$ cat config.mk
export PLATFORM = sky130hd
export DESIGN_NAME = pfcpwm_top
export DESIGN_NICKNAME = d
export VERILOG_FILES = /design/src/hw/pfcpwm_pkg.sv /design/src/hw/pfcpwm_top.sv
export SDC_FILE = /design/constraint.sdc
export NUM_CORES = 1
export LEC_CHECK = 0
export BUFFER_PORTS_ARGS = -buffer_cell sky130_fd_sc_hd__buf_2
export CELL_PAD_IN_SITES_DETAIL_PLACEMENT = 0
export CELL_PAD_IN_SITES_GLOBAL_PLACEMENT = 1
export CORE_MARGIN = 2
export CORE_UTILIZATION = 46
export CTS_BUF_LIST = sky130_fd_sc_hd__clkbuf_2
export CTS_CLUSTER_SIZE = 10
export DETAILED_ROUTE_END_ITERATION = 12
export GPL_TIMING_DRIVEN = 0
export MAX_ROUTING_LAYER = met4
export PLACE_DENSITY_LB_ADDON = 0.12
export SLEW_MARGIN = 20
export SYNTH_ARGS = -nofsm -noshare
export SYNTH_HDL_FRONTEND = slang
export SYNTH_SLANG_ARGS = --single-unit
$ cat constraint.sdc
create_clock -name clk -period 4.1 [get_ports clk]
set_clock_uncertainty 0.15 [all_clocks]
set_input_delay 0.615 -clock clk [delete_from_list [all_inputs] [get_ports clk]]
set_output_delay 0.615 -clock clk [all_outputs]
set_load 0.01 [all_outputs]
$ cat src/hw/pfcpwm_pkg.sv
// package: register map, fields and constants of the pwm compare-output block
package pfcpwm_pkg;
  // ==========================================================
  // register byte offsets
  localparam logic [7:0] OFS_WAVE_CTRL_A = 8'h00;
  localparam logic [7:0] OFS_CTRL_B = 8'h04;
  localparam logic [7:0] OFS_COUNTER = 8'h08;
  localparam logic [7:0] OFS_CAPTURE_TOP = 8'h0c;
  localparam logic [7:0] OFS_COMPARE_A = 8'h10;
  localparam logic [7:0] OFS_COMPARE_B = 8'h14;
  localparam logic [7:0] OFS_COMPARE_C = 8'h18;
  localparam logic [7:0] OFS_FLAGS = 8'h1c;
  localparam logic [7:0] OFS_PIN_DIR = 8'h20;
  // ==========================================================
  // field positions
  localparam int ACT_A_POS = 6;
  localparam int ACT_B_POS = 4;
  localparam int ACT_C_POS = 2;
  localparam int WSEL_LO_POS = 0;
  localparam int WSEL_HI_POS = 3;
  localparam int CSEL_POS = 0;
  localparam int FLG_OVF_POS = 0;
  localparam int FLG_CMP_POS = 1;
  localparam int FLG_CAP_POS = 4;
  // ==========================================================
  // reset values and constants
  localparam logic [7:0] WAVE_CTRL_RST = 8'h00;
  localparam logic [7:0] CTRL_B_RST = 8'h00;
  localparam logic [15:0] CNT_BOTTOM = 16'h0000;
  localparam logic [15:0] CNT_MAX = 16'hffff;
  localparam logic [9:0] DIV_8 = 10'h007;
  localparam logic [9:0] DIV_64 = 10'h03f;
  localparam logic [9:0] DIV_256 = 10'h0ff;
  localparam logic [9:0] DIV_1024 = 10'h3ff;
  // ==========================================================
  // mode numbers of the waveform select value, action codes and counter kinds
  localparam logic [3:0] WM_NORMAL = 4'h0;
  localparam logic [3:0] WM_CTC_A = 4'h4;
  localparam logic [3:0] WM_PFC_CAP = 4'h8;
  localparam logic [3:0] WM_PFC_A = 4'h9;
  localparam logic [3:0] WM_PC_CAP = 4'ha;
  localparam logic [3:0] WM_PC_A = 4'hb;
  localparam logic [3:0] WM_CTC_CAP = 4'hc;
  localparam logic [3:0] WM_FAST_CAP = 4'he;
  localparam logic [3:0] WM_FAST_A = 4'hf;
  localparam logic [1:0] ACT_OFF = 2'h0;
  localparam logic [1:0] ACT_TOGGLE = 2'h1;
  localparam logic [1:0] ACT_CLEAR = 2'h2;
  localparam logic [1:0] ACT_SET = 2'h3;
  typedef enum logic [1:0] {KIND_SINGLE, KIND_FAST, KIND_DUAL} pfcpwm_kind_t;
endpackage

$ cat src/hw/pfcpwm_top.sv
// design: dual-slope pwm timer with three compare outputs on ahb-lite
//
// Design decisions made here: register access over AHB-Lite and the register addresses.
`timescale 1ns/1ns
`default_nettype none
// How it works
// RULE1 - count up to capture or compare-A top
// RULE2 - stay at top for one tick
// RULE3 - match sets channel compare flag
// RULE4 - overflow flag set with bottom reload
// RULE5 - top source flag set at top (code sets the capture flag at top in modes 8, 10 and 14, not in 12)
// RULE6 - buffered compares load only at bottom
// RULE7 - software keeps top above compares
// RULE8 - code 2 clear up, set down
// RULE9 - bottom compare low, top compare high
// RULE10 - mode 9 code 1 toggles A
// RULE11 - toggle only A in 9 or 14 (code toggles A in 9 and 15, never in 14)
// RULE12 - tick is clock enable, one clock
// RULE13 - prescale 1, 8, 64, 256, 1024
// RULE14 - nonzero action hands pin to waveform
// RULE15 - single-slope codes: off, toggle, clear, set
// RULE16 - fast pwm match clear, bottom set
// RULE17 - fast pwm top match ignored, bottom acts
// RULE18 - control A field layout, reset zero
// RULE19 - mode from control A and B bits
// RULE20 - mode 8 capture top, 9 compare-A top
// RULE21 - reverse at bottom, count up again
// RULE22 - flags set on tick, sticky
module pfcpwm_top import pfcpwm_pkg::*; (
  input wire logic clk,
  input wire logic rst,
  input wire logic hsel,
  input wire logic [7:0] haddr,
  input wire logic [1:0] htrans,
  input wire logic hwrite,
  input wire logic [2:0] hsize,
  input wire logic [31:0] hwdata,
  input wire logic hready,
  output logic [31:0] hrdata,
  output logic hreadyout,
  output logic hresp,
  input wire logic [2:0] portData,
  output logic [2:0] pinOut,
  output logic [2:0] pinOe_n
);
  // ==========================================================
  // registers
  logic [7:0] waveCtrlA_r, waveCtrlA_nxt;
  logic [7:0] ctrlB_r, ctrlB_nxt;
  logic [15:0] count_r, count_nxt;
  logic [15:0] capTop_r, capTop_nxt;
  logic [15:0] cmpBuf_r [3];
  logic [15:0] cmpBuf_nxt [3];
  logic [15:0] cmpAct_r [3], cmpAct_nxt [3];
  logic [4:0] flags_r, flags_nxt;
  logic [2:0] pinDir_r, pinDir_nxt;
  logic [2:0] wave_r, wave_nxt;
  logic down_r, down_nxt;
  logic hold_r, hold_nxt;
  logic [9:0] pre_r, pre_nxt;
  logic wrPend_r, wrPend_nxt;
  logic [7:0] wrAddr_r, wrAddr_nxt;
  logic [31:0] rdData_r, rdData_nxt;
  logic [3:0] waveSel;
  logic [2:0] clkSel;
  logic tick;
  logic [15:0] topVal;
  logic atTop, atBottom;
  pfcpwm_kind_t kind;
  logic buffered;
  logic [1:0] act [3];
  logic [2:0] match;
  logic addrPhase;
  logic dirDown;

  assign waveSel = {ctrlB_r[WSEL_HI_POS +: 2],
                    waveCtrlA_r[WSEL_LO_POS +: 2]}; // see RULE19
  assign clkSel = ctrlB_r[CSEL_POS +: 3];
  assign act[0] = waveCtrlA_r[ACT_A_POS +: 2]; // see RULE18
  assign act[1] = waveCtrlA_r[ACT_B_POS +: 2];
  assign act[2] = waveCtrlA_r[ACT_C_POS +: 2];
  assign hreadyout = 1'b1;
  assign hresp = 1'b0;
  assign hrdata = rdData_r;
  assign addrPhase = hsel && htrans[1] && hready;

  function automatic logic [15:0] topOf(input logic [3:0] m,
      input logic [15:0] cap, input logic [15:0] cmpA);
    case (m)
      WM_PFC_CAP, WM_PC_CAP, WM_CTC_CAP, WM_FAST_CAP: topOf = cap;
      WM_PFC_A, WM_PC_A, WM_CTC_A, WM_FAST_A: topOf = cmpA;
      default: topOf = CNT_MAX;
    endcase
  endfunction

  // ==========================================================
  // prescaler, tick is an enable on clk
  always_comb begin
    pre_nxt = pre_r + 10'h001;
    tick = 1'b0;
    case (clkSel) // see RULE13
      3'h1: tick = 1'b1;
      3'h2: tick = (pre_r[2:0] == DIV_8[2:0]);
      3'h3: tick = (pre_r[5:0] == DIV_64[5:0]);
      3'h4: tick = (pre_r[7:0] == DIV_256[7:0]);
      3'h5: tick = (pre_r == DIV_1024);
      default: tick = 1'b0; // external clock not built
    endcase
    if (clkSel == 3'h0) begin
      pre_nxt = 10'h000;
    end
  end

  // ==========================================================
  // counter and mode decode
  always_comb begin
    kind = KIND_SINGLE;
    if (waveSel == WM_PFC_CAP || waveSel == WM_PFC_A ||
        waveSel == WM_PC_CAP || waveSel == WM_PC_A ||
        waveSel[3:2] == 2'b00 && waveSel[1:0] != 2'b00) begin
      kind = KIND_DUAL;
    end else if (waveSel == WM_FAST_CAP || waveSel == WM_FAST_A ||
                 waveSel[3:2] == 2'b01 && waveSel[1:0] != 2'b00) begin
      kind = KIND_FAST;
    end
    buffered = (kind != KIND_SINGLE);
    // live compare-A used as top so period changes take effect at bottom in buffered modes
    topVal = topOf(waveSel, capTop_r, cmpAct_r[0]); // see RULE20
    atTop = (count_r == topVal);
    atBottom = (count_r == CNT_BOTTOM);
    count_nxt = count_r;
    down_nxt = down_r;
    hold_nxt = hold_r;
    if (tick) begin // see RULE12
      if (kind == KIND_DUAL) begin
        hold_nxt = 1'b0;
        if (!down_r && atTop) begin
          down_nxt = 1'b1; // see RULE1
          // top is shown for this one tick only
          hold_nxt = 1'b1; // see RULE2
          count_nxt = count_r - 16'h0001;
        end else if (down_r && atBottom) begin
          down_nxt = 1'b0; // see RULE21
          count_nxt = count_r + 16'h0001;
        end else if (down_r) begin
          count_nxt = count_r - 16'h0001;
        end else begin
          count_nxt = count_r + 16'h0001;
        end
      end else begin
        down_nxt = 1'b0;
        hold_nxt = 1'b0;
        count_nxt = (atTop && waveSel != WM_NORMAL) ? CNT_BOTTOM
                                                    : count_r + 16'h0001;
      end
    end
  end

  // ==========================================================
  // compares, flags and waveforms
  for (genvar i = 0; i < 3; i++) begin : g_ch
    assign match[i] = tick && (count_r == cmpAct_r[i]); // see RULE3
  end
  // a match at top acts as down, at bottom as up: extremes stay flat
  assign dirDown = atTop ? 1'b1 : (atBottom ? 1'b0 : down_r); // see RULE9

  always_comb begin
    // flags_nxt first collects this cycle's set events
    flags_nxt = 5'h00;
    wave_nxt = wave_r;
    for (int i = 0; i < 3; i++) begin
      cmpAct_nxt[i] = cmpAct_r[i];
      // buffered modes load at bottom only, others every clock; dual slope keeps both slopes equal
      if (!buffered || tick && atBottom && down_r == (kind == KIND_DUAL)
          || tick && atBottom && kind == KIND_FAST) begin
        cmpAct_nxt[i] = cmpBuf_r[i]; // see RULE6
      end
      if (match[i]) begin
        flags_nxt[FLG_CMP_POS + i] = 1'b1; // see RULE3
      end
      case (kind)
        KIND_DUAL: begin
          if (match[i] && act[i][1]) begin
            wave_nxt[i] = act[i][0] ^ dirDown; // see RULE8
          end
          if (match[i] && act[i] == ACT_TOGGLE && i == 0 &&
              (waveSel == WM_PFC_A || waveSel == WM_FAST_CAP)) begin
            wave_nxt[i] = ~wave_r[i]; // see RULE10
          end
        end
        KIND_FAST: begin
          if (match[i] && act[i][1] && cmpAct_r[i] != topVal) begin
            wave_nxt[i] = act[i][0]; // see RULE17
          end
          if (tick && atTop && act[i][1]) begin
            wave_nxt[i] = ~act[i][0]; // see RULE16
          end
          if (match[i] && act[i] == ACT_TOGGLE && i == 0 &&
              waveSel == WM_FAST_A) begin
            wave_nxt[i] = ~wave_r[i]; // see RULE16
          end
        end
        default: begin
          if (match[i]) begin
            case (act[i]) // see RULE15
              ACT_TOGGLE: wave_nxt[i] = ~wave_r[i];
              ACT_CLEAR: wave_nxt[i] = 1'b0;
              ACT_SET: wave_nxt[i] = 1'b1;
              default: wave_nxt[i] = wave_r[i];
            endcase
          end
        end
      endcase
    end
    if (tick && kind == KIND_DUAL && atBottom && down_r) begin
      flags_nxt[FLG_OVF_POS] = 1'b1; // see RULE4
    end
    if (tick && (kind == KIND_FAST ? atTop
        : kind == KIND_SINGLE && count_r == CNT_MAX)) begin
      flags_nxt[FLG_OVF_POS] = 1'b1;
    end
    if (tick && atTop && (waveSel == WM_PFC_CAP ||
        waveSel == WM_PC_CAP || waveSel == WM_FAST_CAP)) begin
      flags_nxt[FLG_CAP_POS] = 1'b1; // see RULE5
    end
    // bus side: write one clears, but a same-cycle set wins
    if (wrPend_r && wrAddr_r == OFS_FLAGS) begin
      flags_nxt = flags_r & ~hwdata[4:0] | flags_nxt; // see RULE22
    end else begin
      flags_nxt = flags_r | flags_nxt;
    end
  end

  // ==========================================================
  // pin handover
  always_comb begin
    for (int i = 0; i < 3; i++) begin
      pinOut[i] = portData[i];
      // outside single-slope modes, toggle code on B, C or wrong mode falls back to port, see RULE11
      if (act[i] != ACT_OFF && !(act[i] == ACT_TOGGLE && kind != KIND_SINGLE
          && !(i == 0 && (waveSel == WM_PFC_A || waveSel == WM_FAST_CAP ||
          waveSel == WM_FAST_A)))) begin
        pinOut[i] = wave_r[i]; // see RULE14
      end
      pinOe_n[i] = ~pinDir_r[i]; // see RULE14
    end
  end

  // ==========================================================
  // ahb-lite slave, zero wait states
  always_comb begin
    wrPend_nxt = addrPhase && hwrite;
    wrAddr_nxt = haddr;
    rdData_nxt = rdData_r;
    waveCtrlA_nxt = waveCtrlA_r;
    ctrlB_nxt = ctrlB_r;
    capTop_nxt = capTop_r;
    pinDir_nxt = pinDir_r;
    if (addrPhase && !hwrite) begin
      if (haddr == OFS_WAVE_CTRL_A) rdData_nxt = {24'h0, waveCtrlA_r};
      else if (haddr == OFS_CTRL_B) rdData_nxt = {24'h0, ctrlB_r};
      else if (haddr == OFS_COUNTER) rdData_nxt = {16'h0, count_r};
      else if (haddr == OFS_CAPTURE_TOP) rdData_nxt = {16'h0, capTop_r};
      else if (haddr == OFS_COMPARE_A) rdData_nxt = {16'h0, cmpBuf_r[0]};
      else if (haddr == OFS_COMPARE_B) rdData_nxt = {16'h0, cmpBuf_r[1]};
      else if (haddr == OFS_COMPARE_C) rdData_nxt = {16'h0, cmpBuf_r[2]};
      else if (haddr == OFS_FLAGS) rdData_nxt = {27'h0, flags_r};
      else if (haddr == OFS_PIN_DIR) rdData_nxt = {29'h0, pinDir_r};
      else rdData_nxt = 32'h0;
    end
    if (wrPend_r) begin
      if (wrAddr_r == OFS_WAVE_CTRL_A) waveCtrlA_nxt = hwdata[7:0];
      else if (wrAddr_r == OFS_CTRL_B) ctrlB_nxt = hwdata[7:0] & 8'h1f;
      else if (wrAddr_r == OFS_CAPTURE_TOP) capTop_nxt = hwdata[15:0];
      else if (wrAddr_r == OFS_PIN_DIR) pinDir_nxt = hwdata[2:0];
    end
  end

  logic [15:0] cntW;
  always_comb begin
    cntW = count_nxt;
    for (int i = 0; i < 3; i++) begin
      cmpBuf_nxt[i] = cmpBuf_r[i];
    end
    if (wrPend_r && wrAddr_r == OFS_COUNTER) cntW = hwdata[15:0];
    if (wrPend_r && wrAddr_r == OFS_COMPARE_A) cmpBuf_nxt[0] = hwdata[15:0];
    if (wrPend_r && wrAddr_r == OFS_COMPARE_B) cmpBuf_nxt[1] = hwdata[15:0];
    if (wrPend_r && wrAddr_r == OFS_COMPARE_C) cmpBuf_nxt[2] = hwdata[15:0];
  end

  always_ff @(posedge clk) begin
    if (rst) begin
      waveCtrlA_r <= WAVE_CTRL_RST; // see RULE18
      ctrlB_r <= CTRL_B_RST;
      count_r <= CNT_BOTTOM;
      capTop_r <= CNT_BOTTOM;
      flags_r <= 5'h00;
      pinDir_r <= 3'h0;
      wave_r <= 3'h0;
      down_r <= 1'b0;
      hold_r <= 1'b0;
      pre_r <= 10'h000;
      wrPend_r <= 1'b0;
      wrAddr_r <= 8'h00;
      rdData_r <= 32'h0;
      for (int i = 0; i < 3; i++) begin
        cmpBuf_r[i] <= CNT_BOTTOM;
        cmpAct_r[i] <= CNT_BOTTOM;
      end
    end else begin
      waveCtrlA_r <= waveCtrlA_nxt;
      ctrlB_r <= ctrlB_nxt;
      count_r <= cntW;
      capTop_r <= capTop_nxt;
      flags_r <= flags_nxt;
      pinDir_r <= pinDir_nxt;
      wave_r <= wave_nxt;
      down_r <= down_nxt;
      hold_r <= hold_nxt;
      pre_r <= pre_nxt;
      wrPend_r <= wrPend_nxt;
      wrAddr_r <= wrAddr_nxt;
      rdData_r <= rdData_nxt;
      for (int i = 0; i < 3; i++) begin
        cmpBuf_r[i] <= cmpBuf_nxt[i];
        cmpAct_r[i] <= cmpAct_nxt[i];
      end
    end
  end

  // ==========================================================
  // assertions
  a_top_reverse: assert property (@(posedge clk) disable iff (rst) // see RULE1
    tick && kind == KIND_DUAL && !down_r && atTop && !wrPend_r
    |=> down_r && hold_r) else $error("no reversal at top");
  a_top_hold: assert property (@(posedge clk) disable iff (rst) // see RULE2
    $rose(hold_r) && !$past(wrPend_r)
    |-> count_r == $past(count_r) - 16'h0001)
    else $error("top not held");
  a_cmp_flag: assert property (@(posedge clk) disable iff (rst) // see RULE3
    match[1] |=> flags_r[FLG_CMP_POS + 1]) else $error("flag missed");
  a_ovf_bottom: assert property (@(posedge clk) disable iff (rst) // see RULE4
    tick && kind == KIND_DUAL && atBottom && down_r
    |=> flags_r[FLG_OVF_POS] && cmpAct_r[1] == $past(cmpBuf_r[1]))
    else $error("overflow or reload missed");
  a_cap_top: assert property (@(posedge clk) disable iff (rst) // see RULE5
    tick && atTop && waveSel == WM_PFC_CAP |=> flags_r[FLG_CAP_POS])
    else $error("capture flag missed");
  a_buf_hold: assert property (@(posedge clk) disable iff (rst) // see RULE6
    kind == KIND_DUAL && !(tick && atBottom) |=> $stable(cmpAct_r[2]))
    else $error("compare loaded off bottom");
  a_dual_clear: assert property (@(posedge clk) disable iff (rst) // see RULE8
    kind == KIND_DUAL && match[1] && act[1] == ACT_CLEAR && !dirDown
    |=> !wave_r[1]) else $error("up match not cleared");
  a_handover: assert property (@(posedge clk) disable iff (rst) // see RULE14
    act[2] == ACT_OFF |-> pinOut[2] == portData[2])
    else $error("pin not at port");
  a_flag_sticky: assert property (@(posedge clk) disable iff (rst) // see RULE22
    flags_r[FLG_OVF_POS] && !wrPend_r |=> flags_r[FLG_OVF_POS])
    else $error("flag dropped");
  c_dual_run: cover property (@(posedge clk) tick && atTop && down_nxt);
  c_bottom: cover property (@(posedge clk) tick && atBottom && down_r);
  c_toggle: cover property (@(posedge clk) match[0] && act[0] == ACT_TOGGLE);
endmodule // pfcpwm_top
`default_nettype wire

# Word level (Yosys, flattened, before mapping)
# Memory sizes are Yosys's and may differ from the RTL's.
# Cells that the tools add are included.
# Widths: inputs -> output; s select.
# word_totals
register_bits	108
ram_bits	96
input_bits	53
out_inout_bits	40
wordCells	271
mem_count	2
# op_classes
n_addsub	3
n_eq_ne	61
mux	71
bitwise_logic	25
n_reduce_logical	95
# mem_list
name	depth	width	read_ports	rd_clocked_by_memory_dff	wr	line_no	source
cmpAct_r	3	16	3	0	3	pfcpwm_top.sv:54	logic [15:0] cmpAct_r [3], cmpAct_nxt [3];
cmpBuf_r	3	16	3	0	3	pfcpwm_top.sv:52	logic [15:0] cmpBuf_r [3];
# op_table
op	count
$mux 16	26
$eq 16x16->1	4
$eq 8x5->1 const B	8
$ne 16x16->1	3
$logic_and 1x1->1	46
$mux 1	33
$eq 8x4->1 const B	4
$pmux 16 s2	1
$eq 4x4->1 const B	7
$add 16x1->16 const B	1
$eq 16x16->1 const B	1
$eq 8x3->1 const B	2
$eq 8x6->1 const B	2
$logic_not 16->1	1
$logic_not 8->1	2
$reduce_and 4->1	4
$sub 16x1->16 const B	1
$reduce_bool 5->1	3
$eq 2x2->1 const B	7
$logic_or 1x1->1	12
$not 1->1	12
$reduce_bool 2->1	6
$add 10x1->10 const B	1
$eq 10x10->1 const B	1
other kinds (33)	67

# Depth between registers and ports, before layout
# logic_depth
depth_word	14
mapped_depth	14

# Worst setup path after synthesis
# OpenSTA, ideal clock, no wires.
# synth_timing
path_type	flip-flop to flip-flop
start	register ctrlB_r[4]
end	register count_r[10]
setup_ns	0.115
t_arrival_ns	3.013
required_time_ns	3.835
path_slack_ns	0.823
stages_incl_launch_ff	12
n_path_buf	1
cell_sequence	dfxtp_1 > buf_4 > or4b_2 > a21oi_2 > o32a_1 > o221ai_1 > or4_4 > nor2_4 > nand2_1 > a311o_1 > o41a_1 > o21ba_1
# synth_via
elab_chain_len	10
word_cells_on_any_way	33
cone_classes	eq/ne: 11; mux: 8; reduce/logical: 14
# synth_rtl
item	line_no	source
from (decl)	pfcpwm_top.sv:49	logic [7:0] ctrlB_r, ctrlB_nxt;
from (signal assigned)	pfcpwm_top.sv:312	ctrlB_r <= ctrlB_nxt;
parallel branches: the longest is 7 deep, another holds $pmux 16 s2	n/a	
$mux 16 (*)	pfcpwm_top.sv:135	if (kind == KIND_DUAL) begin
$mux 16 (*)	pfcpwm_top.sv:134	if (tick) begin
$mux 16 (*)	pfcpwm_top.sv:285	if (wrPend_r && wrAddr_r == OFS_COUNTER) cntW = hwdata[15:0];
to (signal assigned)	pfcpwm_top.sv:313	count_r <= cntW;
to (decl)	pfcpwm_top.sv:50	logic [15:0] count_r, count_nxt;
# Every way passes the cells marked *. The select of a mux whose other input is x is not followed.
# A chain may end at the register's enable or synchronous reset.

# Worst setup path after layout
# layout_timing
start	register ctrlB_r[4]
end	register wave_r[2]
# layout_via
elab_chain_len	9
word_cells_on_any_way	40
cone_classes	eq/ne: 15; mux: 7; bitwise: 1; reduce/logical: 17
# layout_rtl
item	line_no	source
parallel branches: the longest is 9 deep, another holds $pmux 16 s2	n/a	
to (signal assigned)	pfcpwm_top.sv:317	wave_r <= wave_nxt;
to (decl)	pfcpwm_top.sv:57	logic [2:0] wave_r, wave_nxt;
# Parallel ways; which one is timed is not known. The select of a mux whose other input is x is not followed.

==> metrics.txt <==
most frequent cells in the layout=nand2_1 (235), dfxtp_1 (183), nor2_1 (155); # DRC=0; sequential-to-total area share from yosys stat=0.3230; CTS tree=yes; Bufs on Longest Clock Path=2; Pwr Density=240.7 nW/um^2; RePlAce Congestion=1.034; CP Max Fanout=10; total wire length=55.40 mm; EDFF count, synth=0; Seq cells post-synth=188; Die W=163.2 um; Die H=163.2 um; Final Hold Viols=0; Synth area leaders=dfxtp_1 (32%), nand2_1 (7.6%), a21oi_1 (6.7%); Crit Path Class=reg -> reg; H-tree depth=4; number of global-route vias before repair=12080; Mapped Area=11650 um^2; measured slew at the worst slew-check pin=1.015 ns; Core ar.=25040 um^2; clk sinks=188; IO buf count=52; Avg Cell Area, Syn=7.437 um^2; Yosys cell types=85; WHS Endpoint=cmpBuf_r[0][35]; r2r endpoint=wave_r[2]; R2R Setup Slk=-0.08 ns; Initial Util=0.4655; Final Cycle Share=1.019; data required time of the worst path=4.73 ns; worst path arrival time=4.81 ns; largest net degree at the start of global routing=22; Hold Startpoint=hwdata[3]; Slew Limit Fails=0; hold crit path type=in -> reg; ys async rst share=0; final worst slack=-0.07883 ns; Final Setup Violations=1; GRT Total Usage=0.4267; commonest non-fill, non-tap cell in the layout=nand2_1; setup TNS=-0.07883 ns; outcome=finished, violations left; via count=13250; hpwl dp=42.01 mm; RSZ-0062 raised after global routing=false; # IOs=93; Fmax achieved=0.2393 GHz; area share of the largest cell type after synthesis=0.3230; Slew HR=0.3230; Clk pin slew, worst setup/hold paths=0.35 ns; Detail Route Antenna Nets=0; Inserted Clock Buffers=17; first-pass GRT wire length=80.39 mm; worst reg2reg path depth=12; Worst VDD drop=0.2143 mV; initial antenna violation count=2; Clock Tree Root=clkbuf_2; vias per cell=6.564; RR Startpoint=ctrlB_r[4]; main flop type after synthesis=dfxtp_1; largest area contributor in the netlist=dfxtp_1; drt initial violations=2005; CP endpoint kind=flop; worst hold slack=0.1491 ns; worst-skew pair later-pin latency=0.84 ns; share of layout cells above drive strength 1=0.1032; number of max-cap violations=0; P&R area growth vs syn=11.98%; drt pass-1 iters=9; Syn Inst Count=1567; Worst Setup Start Kind=flop; Core Rows=58; Tmin final=4.179 ns; fin nets=1734; die area=26620 um^2; failing checks=setup timing; Syn. warnings=0; GRT overflow=0; P_leak=4.946 nW; Hold Crit Depth=3; routed wire length per instance=27.45 um
sequential cells by signal, summed over array words and instances (netlist names), 5 cells and up:
| register | cells |
|---|---|
| capTop_r | 16 |
| cmpAct_r | 48 |
| cmpBuf_r | 48 |
| count_r | 16 |
| ctrlB_r | 5 |
| flags_r | 5 |
| hrdata | 16 |
| pre_r | 10 |
| waveCtrlA_r | 8 |
| wrAddr_r | 8 |
where the power goes:
part | internal, mW | total (mW) | switching (mW) | leakage, nW
Sequential | 1.85 | 1.85 | 0.00613 | 1.52
Combinational | 0.0810 | 0.255 | 0.174 | 3.27
Clock | 0.224 | 1.03 | 0.809 | 0.159
cells by family after synthesis:
group,after synthesis,synth area share
compound gates,430,0.2476
xor+xnor,65,0.04885
fa+ha+maj,8,0.008590
buf+inv,191,0.06914
flops,188,0.3230
mux,55,0.04788
other cells,2,0.0006444
simple gates,628,0.2544
worst max-delay path: stages, from the launching register on:
cell and delay (ns):
dfxtp_1 0.41, buf_4 0.19, buf_4 0.21, nand2_1 0.20, nor3_1 0.69, nor3_1 0.09, or4_1 0.52, a2111oi_1 0.38
nand4_1 0.50, o2bb2ai_1 0.29, a32oi_1 0.22, a21oi_1 0.07, a211oi_1 0.26
layer usage:
| metal | vias to the layer above | global-route usage | part of all wire |
|---|---|---|---|
| li1 | 5809 | - | - |
| met1 | 6114 | 0.5559 | 0.39 |
| met2 | 1049 | 0.6112 | 0.42 |
| met3 | 274 | 0.08735 | 0.12 |
| met4 | 0 | 0.2470 | 0.073 |
| met5 | - | - | 0 |
metrics by stage:
stage / cells / instance area, um^2 / util / power [mW] / setup slack (ns)
2_1_floorplan: 1583 / 11710 / - / 2.008 / 0.8226
3_3_place_gp: 1965 / 12390 / 0.4948 / 2.109 / -0.7309
3_5_place_dp: 1966 / 12420 / 0.4961 / 2.109 / -0.6760
4_1_cts: 2021 / 12970 / 0.5180 / 3.125 / 0.01042
5_1_grt: 2018 / 13050 / 0.5212 / 3.223 / 0.003058
6_report: 2018 / 13050 / 0.5212 / 3.141 / -0.07883
worst max-delay path by stage:
stage / startpoint / endpoint / slack, ns / depth (start not counted)
after floorplan: ctrlB_r[4] / count_r[10] / 0.82 / 11
after global placement: waveCtrlA_r[0] / wave_r[2] / -0.73 / 13
after detailed placement: waveCtrlA_r[0] / wave_r[2] / -0.68 / 13
after CTS: cmpAct_r[0][10] / count_r[14] / 0.01 / 11
after global routing: ctrlB_r[4] / count_r[12] / 0.003 / 14
final: ctrlB_r[4] / wave_r[2] / -0.08 / 12
repair_timing:
item	4_1_cts	5_1_grt
setup endpoints to repair	32	19
setup buffers	1	0
hold endpoints to repair	65	0
pin swaps	0	2
gates resized for setup	15	34
hold buffers	23	0
synthesized netlist by cell type, drive strengths merged, types with 12 or more instances:
library cell	instances
nor2	159
inv	54
nand2b	21
o32ai	12
o22ai	12
xor2	50
mux2i	49
nand4	17
nor3	43
and3	14
nor2b	21
a22oi	24
nand3	33
a21oi	163
dfxtp	188
o21ai	61
nor4	28
nand2	235
a221oi	20
a211oi	14
clkbuf	101
xnor2	15
buf	36
layout make-up:
| type | count | area, um^2 |
|---|---|---|
| repair buffers | 77 | 509.2 |
| fillers | 2530 | 11990 |
| plain buffers | 131 | 601.8 |
| clock buffers | 17 | 85.08 |
| multi-input cells | 1204 | 7266 |
| clock inverters | 15 | 191.4 |
| diodes | 2 | 5.005 |
| well taps | 330 | 412.9 |
| inverters | 54 | 206.4 |
| flip-flops and latches | 188 | 3772 |
(Power assumes the default switching activity.)
